`config.mk`:
```
export PLATFORM = sky130hd
export DESIGN_NAME = ptsc_pixel_tone_sharpen_ctrl
export DESIGN_NICKNAME = d
export VERILOG_FILES = /design/src/ptsc_pkg.sv /design/src/ptsc_pixel_tone_sharpen_ctrl.sv
export VERILOG_INCLUDE_DIRS = /design/src
export SDC_FILE = /design/constraint.sdc
export NUM_CORES = 2
export LEC_CHECK = 0
export BUFFER_PORTS_ARGS = -buffer_cell sky130_fd_sc_hd__buf_2
export CAP_MARGIN = 30
export CORE_ASPECT_RATIO = 0.6
export CORE_MARGIN = 5
export CORE_UTILIZATION = 60
export CTS_CLUSTER_DIAMETER = 80
export DETAILED_ROUTE_END_ITERATION = 10
export GPL_TIMING_DRIVEN = 0
export PLACE_DENSITY = 0.77
export SLEW_MARGIN = 15
export SYNTH_ARGS = -nofsm -noshare
export SYNTH_HDL_FRONTEND = slang
export SYNTH_SLANG_ARGS = --single-unit
```
`constraint.sdc`:
```
create_clock -name clock -period 23.6 [get_ports clock]
set_clock_uncertainty 0.15 [all_clocks]
set_input_delay 3.54 -clock clock [delete_from_list [all_inputs] [get_ports clock]]
set_output_delay 3.54 -clock clock [all_outputs]
set_load 0.02 [all_outputs]
```
`src/ptsc_params.svh`:
```
// Purpose: constants of the pixel tone and sharpening control block
// Assumes: 10-bit pixels, 12-bit APB byte address
// Notes:   fixed point: gain Q1.7 steps, ratio and gamma Q2.6, amount Q5.4, threshold Q0.16
`ifndef PTSC_PARAMS_SVH
`define PTSC_PARAMS_SVH
// ****************
// register offsets
// ****************
`define PTSC_OFS_CTRL    12'h000
`define PTSC_OFS_GAIN    12'h004
`define PTSC_OFS_OFFSET  12'h008
`define PTSC_OFS_OFFPCT  12'h00C
`define PTSC_OFS_RATIO   12'h010
`define PTSC_OFS_GAMMA   12'h014
`define PTSC_OFS_AMOUNT  12'h018
`define PTSC_OFS_THRESH  12'h01C
`define PTSC_OFS_STATUS  12'h020
// *********************
// control field layout
// *********************
`define PTSC_CTRL_ENH      0
`define PTSC_CTRL_AUTOTHR  1
`define PTSC_CTRL_TONE     2
`define PTSC_CTRL_DARK     3
`define PTSC_CTRL_AMP_LO   4
`define PTSC_CTRL_WB_LO    6
`define PTSC_CTRL_RSEL     8
`define PTSC_CTRL_ASEL_LO  9
`define PTSC_CTRL_OSEL_LO  11
// ****************************
// reset values and limits
// ****************************
`define PTSC_RST_RATIO     8'h40
`define PTSC_RST_GAMMA     8'h40
`define PTSC_RST_AMOUNT    10'h020
`define PTSC_AMOUNT_MAX    10'sh080
`define PTSC_AMOUNT_MIN    -10'sh010
`define PTSC_THR_MAX       16'h4000
`define PTSC_GAIN_MAX      6'h24
`define PTSC_PCT_MAX       7'h64
`define PTSC_PIX_MAX       10'h3FF
`define PTSC_AG_LOW        10'h300
`define PTSC_AG_HIGH       10'h3FC
`define PTSC_UNITY         8'h40
`endif

```
`src/ptsc_pkg.sv`:
```
// Purpose: types of the pixel tone and sharpening control block
// Assumes: used by the design only, the bench does not refer to it
// Notes:   field encodings only, numbers live in ptsc_params.svh
package ptsc_pkg;
  typedef enum logic [1:0] {
    PTSC_AUTO_OFF  = 2'h0,
    PTSC_AUTO_ONCE = 2'h1,
    PTSC_AUTO_CONT = 2'h2
  } ptsc_auto_t;
  typedef enum logic [1:0] {
    PTSC_COL_GREEN = 2'h0,
    PTSC_COL_RED   = 2'h1,
    PTSC_COL_BLUE  = 2'h2
  } ptsc_colour_t;
  typedef enum logic [1:0] {
    PTSC_OSEL_ALL     = 2'h0,
    PTSC_OSEL_ANALOG  = 2'h1,
    PTSC_OSEL_DIGITAL = 2'h2
  } ptsc_osel_t;
endpackage

```
`src/ptsc_pixel_tone_sharpen_ctrl.sv`:
```
// Purpose: pixel offset, gain, balance, tone curve and edge enhancement with APB settings
// Assumes: one clock; frames separated by at least 4 idle cycles
// Notes:   settings are sampled at frame start; pipeline latency 5 cycles
`timescale 1ns/1ps
`include "ptsc_params.svh"
module ptsc_pixel_tone_sharpen_ctrl #(
  parameter int unsigned WB_ONCE_FRAMES = 4
) (
  input  wire logic        clock,
  input  wire logic        resetn,
  input  wire logic        psel,
  input  wire logic        penable,
  input  wire logic        pwrite,
  input  wire logic [11:0] paddr,
  input  wire logic [31:0] pwdata,
  output logic      [31:0] prdata,
  output logic             pready,
  output logic             pslverr,
  input  wire logic        pix_in_valid,
  input  wire logic        pix_in_sof,
  input  wire logic        pix_in_sol,
  input  wire logic [1:0]  pix_in_colour,
  input  wire logic [9:0]  pix_in_data,
  input  wire logic        rolling_shutter_pin,
  output logic             pix_out_valid,
  output logic             pix_out_sof,
  output logic [9:0]       pix_out_data
);
  // ****************
  // helper functions
  // ****************
  function automatic logic [13:0] ptsc_gain_mult(input logic [5:0] db);
    logic [7:0] frac;
    logic [5:0] oct;
    oct = db / 6'h06;
    unique case (db % 6'h06)
      6'h00:   frac = 8'h80;
      6'h01:   frac = 8'h90;
      6'h02:   frac = 8'hA1;
      6'h03:   frac = 8'hB5;
      6'h04:   frac = 8'hCB;
      default: frac = 8'hE4;
    endcase
    return 14'({6'h00, frac} << oct);
  endfunction

  // log2 and exp2 by leading one and linear mantissa
  function automatic logic [9:0] ptsc_gamma(input logic [9:0] x, input logic [7:0] g);
    logic [3:0]         m;
    logic [9:0]         norm;
    logic signed [23:0] l;
    logic signed [23:0] y;
    logic signed [23:0] yi;
    logic [9:0]         mant;
    m = 4'h0;
    for (int i = 0; i < 10; i++) begin
      if (x[i]) m = 4'(i);
    end
    norm = x << (4'h9 - m);
    l = (($signed({20'h0_0000, m}) - 24'sh00_000A) <<< 9) + $signed({15'h0000, norm[8:0]});
    y = (l * $signed({16'h0000, g})) >>> 6;
    yi = y >>> 9;
    mant = {1'b1, y[8:0]};
    if (x == 10'h000) return 10'h000;
    if (y >= 0) return `PTSC_PIX_MAX;
    if (-yi > 24'sh00_000A) return 10'h000;
    return mant >> 4'(-yi - 24'sh00_0001);
  endfunction

  // ************
  // pin capture
  // ************
  logic [1:0] roll_sync_reg;
  always_ff @(posedge clock or negedge resetn) begin
    if (!resetn) roll_sync_reg <= 2'h0;
    else roll_sync_reg <= {roll_sync_reg[0], rolling_shutter_pin};
  end
  wire rolling = roll_sync_reg[1];

  // ****************
  // register decode
  // ****************
  logic        pready_reg, pslverr_reg;
  logic [31:0] prdata_reg;
  logic        enh_on_reg, auto_thr_reg, tone_on_reg, dark_on_reg, ratio_sel_reg;
  logic [1:0]  amp_mode_reg, wb_mode_reg, amp_sel_reg, off_sel_reg;
  logic [5:0]  gain_reg;
  logic [9:0]  offset_reg, dark_reg, noise_pix;
  logic [7:0]  ratio_r_reg, ratio_b_reg, gamma_reg;
  logic signed [9:0] amount_reg;
  logic [15:0] thr_reg;
  logic [3:0]  wb_cnt_reg;
  logic [13:0] noise_acc_reg;

  wire sel_ctrl   = paddr == `PTSC_OFS_CTRL;
  wire sel_gain   = paddr == `PTSC_OFS_GAIN;
  wire sel_offset = paddr == `PTSC_OFS_OFFSET;
  wire sel_offpct = paddr == `PTSC_OFS_OFFPCT;
  wire sel_ratio  = paddr == `PTSC_OFS_RATIO;
  wire sel_gamma  = paddr == `PTSC_OFS_GAMMA;
  wire sel_amount = paddr == `PTSC_OFS_AMOUNT;
  wire sel_thresh = paddr == `PTSC_OFS_THRESH;
  wire sel_status = paddr == `PTSC_OFS_STATUS;
  wire mapped     = |{sel_ctrl, sel_gain, sel_offset, sel_offpct, sel_ratio, sel_gamma,
                      sel_amount, sel_thresh, sel_status};
  wire bad_acc    = ~mapped | (pwrite & sel_status);
  wire apb_first  = psel & penable & ~pready_reg;
  wire apb_wr     = psel & penable & pready_reg & pwrite & ~pslverr_reg;
  wire osel_all   = off_sel_reg == ptsc_pkg::PTSC_OSEL_ALL;
  wire signed [9:0] wr_amt = pwdata[9:0];
  wire signed [9:0] amt_clamped = (wr_amt > `PTSC_AMOUNT_MAX) ? `PTSC_AMOUNT_MAX :
                                  (wr_amt < `PTSC_AMOUNT_MIN) ? `PTSC_AMOUNT_MIN : wr_amt;
  wire [6:0]  pct_in   = (pwdata[6:0] > `PTSC_PCT_MAX) ? `PTSC_PCT_MAX : pwdata[6:0];
  wire [16:0] pct_raw  = ({10'h000, pct_in} * 17'h0_03FF) / 17'h0_0064;
  wire [16:0] pct_rd   = ({7'h00, offset_reg} * 17'h0_0064) / 17'h0_03FF;
  wire [16:0] noise_thr = {noise_pix, 7'h00};
  wire [15:0] thr_eff  = !auto_thr_reg ? thr_reg :
                         (noise_thr > {1'b0, `PTSC_THR_MAX}) ? `PTSC_THR_MAX : noise_thr[15:0];
  wire [10:0] off_total = {1'b0, offset_reg} + {1'b0, dark_reg};
  wire [9:0]  off_rd   = (off_sel_reg == ptsc_pkg::PTSC_OSEL_ANALOG)  ? offset_reg :
                         (off_sel_reg == ptsc_pkg::PTSC_OSEL_DIGITAL) ? dark_reg :
                         (off_total[10] ? `PTSC_PIX_MAX : off_total[9:0]);
  wire [12:0] ctrl_rd  = {off_sel_reg, amp_sel_reg, ratio_sel_reg, wb_mode_reg, amp_mode_reg,
                          dark_on_reg, tone_on_reg, auto_thr_reg, enh_on_reg};
  wire [31:0] rd_mux   = sel_ctrl   ? {19'h0_0000, ctrl_rd} :
                         sel_gain   ? {26'h000_0000, gain_reg} :
                         sel_offset ? {22'h00_0000, off_rd} :
                         sel_offpct ? {15'h0000, pct_rd} :
                         sel_ratio  ? {24'h00_0000, ratio_sel_reg ? ratio_b_reg : ratio_r_reg} :
                         sel_gamma  ? {24'h00_0000, gamma_reg} :
                         sel_amount ? {{22{amount_reg[9]}}, amount_reg} :
                         sel_thresh ? {16'h0000, thr_eff} :
                         sel_status ? {rolling, 5'h00, dark_reg, 6'h00, noise_pix} :
                         32'h0000_0000;

  // one wait state, read data taken with pready
  always_ff @(posedge clock or negedge resetn) begin
    if (!resetn) begin
      pready_reg  <= 1'b0;
      pslverr_reg <= 1'b0;
      prdata_reg  <= 32'h0000_0000;
    end else begin
      pready_reg  <= apb_first;
      pslverr_reg <= apb_first & bad_acc;
      if (apb_first & ~pwrite) prdata_reg <= bad_acc ? 32'h0000_0000 : rd_mux;
    end
  end
  assign pready  = pready_reg;
  assign pslverr = pslverr_reg;
  assign prdata  = prdata_reg;

  // *******************
  // frame statistics
  // *******************
  logic        s0_v, s0_sof, s0_sol, s1_v, s1_sol, s2_v, s2_sol, s3_v, s3_sol, s1_sof, s2_sof, s3_sof;
  logic [1:0]  s0_col, s1_col;
  logic [9:0]  s0_pix, s1_pix, s2_pix, s3_pix, prev1_reg, prev2_reg;
  logic [9:0]  max_reg, min_reg;
  logic [31:0] sum_r_reg, sum_g_reg, sum_b_reg;
  logic [1:0]  s2_col;
  wire frame_start = pix_in_valid & pix_in_sof;
  wire [32:0] r2 = {sum_r_reg, 1'b0};
  wire [32:0] b2 = {sum_b_reg, 1'b0};
  wire [32:0] g1 = {1'b0, sum_g_reg};

  always_ff @(posedge clock or negedge resetn) begin
    if (!resetn) begin
      max_reg   <= 10'h000;
      min_reg   <= `PTSC_PIX_MAX;
      sum_r_reg <= 32'h0000_0000;
      sum_g_reg <= 32'h0000_0000;
      sum_b_reg <= 32'h0000_0000;
      dark_reg  <= 10'h000;
    end else if (frame_start) begin
      max_reg   <= 10'h000;
      min_reg   <= `PTSC_PIX_MAX;
      sum_r_reg <= 32'h0000_0000;
      sum_g_reg <= 32'h0000_0000;
      sum_b_reg <= 32'h0000_0000;
      dark_reg  <= (dark_on_reg & ~rolling) ? min_reg : 10'h000;
    end else begin
      if (pix_in_valid && pix_in_data < min_reg) min_reg <= pix_in_data;
      if (s2_v && s2_pix > max_reg) max_reg <= s2_pix;
      if (s2_v && s2_col == ptsc_pkg::PTSC_COL_RED) sum_r_reg <= sum_r_reg + {22'h00_0000, s2_pix};
      if (s2_v && s2_col == ptsc_pkg::PTSC_COL_GREEN) sum_g_reg <= sum_g_reg + {22'h00_0000, s2_pix};
      if (s2_v && s2_col == ptsc_pkg::PTSC_COL_BLUE) sum_b_reg <= sum_b_reg + {22'h00_0000, s2_pix};
    end
  end

  // ******************************
  // settings and automatic loops
  // ******************************
  always_ff @(posedge clock or negedge resetn) begin
    if (!resetn) begin
      {enh_on_reg, auto_thr_reg, tone_on_reg, dark_on_reg, ratio_sel_reg} <= 5'h00;
      {amp_mode_reg, wb_mode_reg, amp_sel_reg, off_sel_reg} <= 8'h00;
      gain_reg    <= 6'h00;
      offset_reg  <= 10'h000;
      gamma_reg   <= `PTSC_RST_GAMMA;
      amount_reg  <= `PTSC_RST_AMOUNT;
      thr_reg     <= 16'h0000;
      wb_cnt_reg  <= 4'h0;
    end else if (apb_wr) begin
      if (sel_ctrl) begin
        {off_sel_reg, amp_sel_reg, ratio_sel_reg, wb_mode_reg, amp_mode_reg} <= pwdata[12:4];
        {dark_on_reg, tone_on_reg, auto_thr_reg, enh_on_reg} <= pwdata[3:0];
        wb_cnt_reg <= 4'(WB_ONCE_FRAMES);
      end
      if (sel_gain) gain_reg <= (pwdata[5:0] > `PTSC_GAIN_MAX) ? `PTSC_GAIN_MAX : pwdata[5:0];
      if (sel_offset && osel_all) offset_reg <= pwdata[9:0];
      if (sel_offpct && osel_all) offset_reg <= pct_raw[9:0];
      if (sel_gamma) gamma_reg <= pwdata[7:0];
      if (sel_amount) amount_reg <= amt_clamped;
      if (sel_thresh) thr_reg <= (pwdata[15:0] > `PTSC_THR_MAX) ? `PTSC_THR_MAX : pwdata[15:0];
    end else if (frame_start) begin
      if (amp_mode_reg != ptsc_pkg::PTSC_AUTO_OFF) begin
        if (max_reg < `PTSC_AG_LOW && gain_reg < `PTSC_GAIN_MAX) gain_reg <= gain_reg + 6'h01;
        else if (max_reg >= `PTSC_AG_HIGH && gain_reg != 6'h00) gain_reg <= gain_reg - 6'h01;
        if (amp_mode_reg == ptsc_pkg::PTSC_AUTO_ONCE) amp_mode_reg <= ptsc_pkg::PTSC_AUTO_OFF;
      end
      if (wb_mode_reg == ptsc_pkg::PTSC_AUTO_ONCE) begin
        wb_cnt_reg <= wb_cnt_reg - 4'h1;
        if (wb_cnt_reg <= 4'h1) wb_mode_reg <= ptsc_pkg::PTSC_AUTO_OFF;
      end
    end
  end

  // greens are counted twice per quad, so red and blue sums are doubled
  wire wb_step = frame_start & ~apb_wr & (wb_mode_reg != ptsc_pkg::PTSC_AUTO_OFF);
  wire wr_ratio = apb_wr & sel_ratio;
  always_ff @(posedge clock or negedge resetn) begin
    if (!resetn) begin
      ratio_r_reg <= `PTSC_RST_RATIO;
      ratio_b_reg <= `PTSC_RST_RATIO;
    end else if (wr_ratio) begin
      if (ratio_sel_reg) ratio_b_reg <= pwdata[7:0];
      else ratio_r_reg <= pwdata[7:0];
    end else if (wb_step) begin
      if (r2 < g1 && ratio_r_reg != 8'hFF) ratio_r_reg <= ratio_r_reg + 8'h01;
      else if (r2 > g1 && ratio_r_reg > 8'h01) ratio_r_reg <= ratio_r_reg - 8'h01;
      if (b2 < g1 && ratio_b_reg != 8'hFF) ratio_b_reg <= ratio_b_reg + 8'h01;
      else if (b2 > g1 && ratio_b_reg > 8'h01) ratio_b_reg <= ratio_b_reg - 8'h01;
    end
  end

  // ******************************
  // frame-consistent shadow copy
  // ******************************
  logic        sh_enh, sh_tone;
  logic [13:0] sh_gmult;
  logic [9:0]  sh_offset, sh_dark, sh_thr;
  logic [7:0]  sh_rr, sh_rb, sh_gamma;
  logic signed [9:0] sh_amount;
  always_ff @(posedge clock or negedge resetn) begin
    if (!resetn) begin
      {sh_enh, sh_tone} <= 2'h0;
      sh_gmult  <= 14'h0080;
      {sh_offset, sh_dark, sh_thr} <= 30'h0000_0000;
      {sh_rr, sh_rb, sh_gamma} <= {`PTSC_RST_RATIO, `PTSC_RST_RATIO, `PTSC_RST_GAMMA};
      sh_amount <= `PTSC_RST_AMOUNT;
    end else if (frame_start) begin
      {sh_enh, sh_tone} <= {enh_on_reg, tone_on_reg};
      sh_gmult  <= ptsc_gain_mult(gain_reg);
      sh_offset <= offset_reg;
      sh_dark   <= (dark_on_reg & ~rolling) ? min_reg : 10'h000;
      sh_thr    <= thr_eff[15:6];
      {sh_rr, sh_rb, sh_gamma} <= {ratio_r_reg, ratio_b_reg, gamma_reg};
      sh_amount <= amount_reg;
    end
  end

  // ***************
  // pixel pipeline
  // ***************
  wire [11:0] s1_diff = {2'h0, s0_pix} - {1'b0, {1'b0, sh_offset} + {1'b0, sh_dark}};
  wire [23:0] s2_prod = {14'h0000, s1_pix} * {10'h000, sh_gmult};
  wire [9:0]  s2_gain = (|s2_prod[23:17]) ? `PTSC_PIX_MAX : s2_prod[16:7];
  wire [7:0]  s2_rat  = (s1_col == ptsc_pkg::PTSC_COL_RED)  ? sh_rr :
                        (s1_col == ptsc_pkg::PTSC_COL_BLUE) ? sh_rb : `PTSC_UNITY;
  wire [17:0] s2_bal  = {8'h00, s2_gain} * {10'h000, s2_rat};
  wire [9:0]  s3_next = sh_tone ? ptsc_gamma(s2_pix, sh_gamma) : s2_pix;
  wire [10:0] nb_sum  = {1'b0, prev1_reg} + {1'b0, prev2_reg};
  wire [9:0]  nb      = s3_sol ? s3_pix : nb_sum[10:1];
  wire signed [10:0] d = $signed({1'b0, s3_pix}) - $signed({1'b0, nb});
  wire [10:0] d_abs   = d[10] ? 11'(-d) : d;
  wire signed [20:0] d_amt = 21'(d * sh_amount);
  wire signed [17:0] s4_sum = $signed({8'h00, s3_pix}) + 18'(d_amt >>> 4);
  wire [9:0]  s4_sat  = s4_sum[17] ? 10'h000 : (|s4_sum[16:10]) ? `PTSC_PIX_MAX : s4_sum[9:0];
  wire        enh_hit = sh_enh & (d_abs > {1'b0, sh_thr});
  assign noise_pix = noise_acc_reg[13:4];

  always_ff @(posedge clock or negedge resetn) begin
    if (!resetn) begin
      {s0_v, s1_v, s2_v, s3_v, s0_sof, s1_sof, s2_sof, s3_sof} <= 8'h00;
      {s0_sol, s1_sol, s2_sol, s3_sol} <= 4'h0;
      {s0_col, s1_col, s2_col} <= 6'h00;
      {s0_pix, s1_pix, s2_pix, s3_pix} <= 40'h00_0000_0000;
      {prev1_reg, prev2_reg} <= 20'h0_0000;
      noise_acc_reg <= 14'h0000;
      {pix_out_valid, pix_out_sof} <= 2'h0;
      pix_out_data <= 10'h000;
    end else begin
      {s0_v, s0_sof, s0_sol, s0_col, s0_pix} <=
        {pix_in_valid, pix_in_sof, pix_in_sol, pix_in_colour, pix_in_data};
      {s1_v, s1_sof, s1_sol, s1_col} <= {s0_v, s0_sof, s0_sol, s0_col};
      s1_pix <= s1_diff[11] ? 10'h000 : s1_diff[9:0];
      {s2_v, s2_sof, s2_sol, s2_col} <= {s1_v, s1_sof, s1_sol, s1_col};
      s2_pix <= (|s2_bal[17:16]) ? `PTSC_PIX_MAX : s2_bal[15:6];
      {s3_v, s3_sof, s3_sol} <= {s2_v, s2_sof, s2_sol};
      s3_pix <= s3_next;
      if (s3_v) begin
        prev1_reg <= s3_pix;
        prev2_reg <= s3_sol ? s3_pix : prev1_reg;
      end
      if (s3_v & ~s3_sol) noise_acc_reg <= noise_acc_reg - (noise_acc_reg >> 4) + 14'(d_abs);
      {pix_out_valid, pix_out_sof} <= {s3_v, s3_v & s3_sof};
      pix_out_data <= enh_hit ? s4_sat : s3_pix;
    end
  end
endmodule

```
==> impl_results.md <==
- Commonest cells after routing, fill and taps aside: 671 x nand2_1, 636 x inv_1, 471 x ha_1, 413 x nor2_1, 396 x dfrtp_1
- Final setup vio count: 0
- Die height: 227 microns
- Vias: 41,500
- Clock root buffer: clkbuf_16
- Pins Over Slew Limit: 0
- R2R Path End: s2_pix[8]
- Port bufs: 91
- Hold Fails Final Rpt: 0
- Hold endpoint: s1_v
- Area growth, synth to finish: 7.32%
- Antenna violations before repair: 9
- Critical Path Fanout Max: 10
- Fmax achieved: 0.0668 GHz
- Hold Crit Depth: 0
- Post-Syn Area: 0.0472 sq mm
- Total of max-cap violations: 0
- Relative slew slack: 0.296
- Setup crit end kind: flip-flop
- Crit path launch type: input pin
- Layout Cell Area excl Fill: 0.0506 sq mm
- Fraction of synthesis flops using an asynchronous set or reset pin: 1.00
- Final Util: 0.652
- Worst r2r src: s1_pix[3]
- Gr usage total: 0.323
- Synthesized instance count: 5,555
- Number of distinct library cells after synthesis: 113
- CTS H-tree depth: 2
- Initial Util: 0.607
- Fin Setup TNS: 0 ns
- First-pass GRT wire length: 218,000 microns
- Ratio of cells with drive above 1 in the final layout: 0.0538
- Commonest non-fill, non-tap cell in the layout: nand2_1
- Flops & latches, synth: 415
- Hold-fix buffers at CTS: 0
- Vias/cell: 6.11
- Synth Warn #: 0
- Gpl congestion: 1.02
- Die X: 372 microns
- Type of the tightest min-delay check: flip-flop to flip-flop
- CTS tree: built
- Detailed Route WL: 137,000 microns
- Post-DP Area: 0.0491 sq mm
- CTS max path bufs: 3
- Congestion Overflow GR: 0
- Critical path's most frequent cell: inv_1
- Final #Nets: 6,624
- CP required: 23.92 ns
- Clk_lat worst skew: 0.61 ns
- Largest net degree at the start of global routing: 102
- Fillers: 6,559
- DRC: 0
- Worst-Margin Slew: 1.05 ns
- Drt initial violations: 4,861
- TritonCTS Buffers: 43
- R2R Setup Slk: 10.57 ns
- Share of the yosys chip area belonging to registers: 0.221
- Outcome: finished, final reports clean
- # clock sinks: 415
- Crit path kind: input pin to flip-flop
- Syn nets: 6,472
- Hold Crit Start: s0_v
- WL per Instance: 20.1 microns
- Post-synth top flop: dfrtp_1
- Clk slew on worst S/H paths: 0.07 ns
- Post-CTS setup repair buffer count: 0
- # rows: 79
- EDFF count, synth: 0
- Final ANT Viol Nets: 0
- Period utilization: 0.634
- Vias in the first global route: 39,900
- RSZ-0062 raised after global routing: false
- Worst Reg-to-Reg Cells: 45
- CP arrival: 15.29 ns
- Slowest stage delay, CP: 0.68 ns
- Min Tclk post-route: 14.97 ns
- Worst path slowest cell: fa_1
- Die area: 0.0845 sq mm
- Core ar.: 0.0777 sq mm
- Syn Area/Cell: 8.49 sq um
- Resized Gates After CTS: 0
- IO Pins: 111
- Final HPWL DP: 109,000 microns
- Drt pass-1 iters: 10
-- logic make-up (layout without fill, tap and decap cells) --
kind of cell,count (synthesis),after routing,synth area share
XOR/XNOR,264,264,0.0492
AO/OA/AOI/OAI,1233,1233,0.170
buffers and inverters,859,1045,0.0691
adder cells (fa/ha/maj),853,853,0.287
other,0,3,0
flip-flops,415,415,0.221
multiplexers,83,83,0.0186
AND/OR/NAND/NOR,1848,1848,0.186
-- final cells by class --
| type | instances | area [sq um] | share of cell area |
|---|---|---|---|
| Clock inverter | 20 | 250 | 0.00494 |
| Inverter | 640 | 2400 | 0.0475 |
| Multi-Input combinational cell | 4281 | 33500 | 0.662 |
| Sequential cell | 415 | 10400 | 0.206 |
| Clock buffer | 59 | 1220 | 0.0240 |
| Antenna cell | 3 | 7.51 | 0.000148 |
| Timing Repair Buffer | 107 | 647 | 0.0128 |
| Buffer | 219 | 857 | 0.0169 |
| Tap cell | 1053 | 1320 | 0.0260 |
-- per-layer routing --
layer | GRT usage | part of all wire
met1 | 0.501 | 0.46
met2 | 0.452 | 0.40
met3 | 0.0890 | 0.12
met4 | 0.0593 | 0.017
met5 | 0.00879 | 0.0011
-- worst max-delay path, delay by kind of cell --
family	cells	cell delay, ns
AO/OA/AOI/OAI	16	4.48
XOR/XNOR	2	0.82
adder cells (fa/ha/maj)	5	2.42
buffers and inverters	10	1.90
AND/OR/NAND/NOR	9	2.07
-- synthesized netlist by cell type, types with 19 or more instances --
cell        n  area share
nand4_1    47      0.0062
o22ai_1    29      0.0038
inv_1     636       0.051
xnor2_1   164       0.030
a211oi_1   40      0.0064
o21ai_0   318       0.034
fa_1      381        0.16
nor3_1    108       0.011
mux2i_1    56       0.012
o21bai_1   52      0.0083
or2_2      21      0.0028
nor2_1    413       0.033
a21o_1     96       0.015
ha_1      471        0.12
o21a_1     43      0.0068
a22o_1     30      0.0056
nor4_1     27      0.0036
clkbuf_1  194       0.015
mux2_2     26      0.0062
nand2_1   671       0.053
a21oi_1   315       0.033
or3_1      35      0.0046
a31oi_1    44      0.0058
xor2_1     99       0.018
nand2b_1   75      0.0099
dfstp_2    19       0.011
nor2b_1    80       0.011
and3_1     53      0.0070
nand3_1    87      0.0092
dfrtp_1   396        0.21
o211ai_1   41      0.0065
and2_1    156       0.021
-- worst max-delay path by stage --
stage,from,to,slack (ns),cells past startpoint
finish,pwdata[6],offset_reg[0],8.63,42
global route,pwdata[6],offset_reg[1],7.87,40
detailed placement,pwdata[5],offset_reg[0],8.37,41
CTS,pwdata[5],offset_reg[0],8.94,41
floorplan,pwdata[5],offset_reg[0],10.31,37
global placement,pwdata[6],offset_reg[0],8.42,41
-- stage by stage --
| stage | hold WS, ns | worst slack (ns) | std cells |
|---|---|---|---|
| after global placement | 0.183 | 8.42 | 6699 |
| after global routing | 0.208 | 7.87 | 6795 |
| after CTS | 0.192 | 8.94 | 6792 |
| final | 0.193 | 8.63 | 6797 |
| after detailed placement | 0.186 | 8.37 | 6713 |
| after floorplan | 0.181 | 10.31 | 5555 |
Power is left out: the tool's default activity adds up to more than one toggle a clock period on the data nets, which glitch-free logic cannot reach.
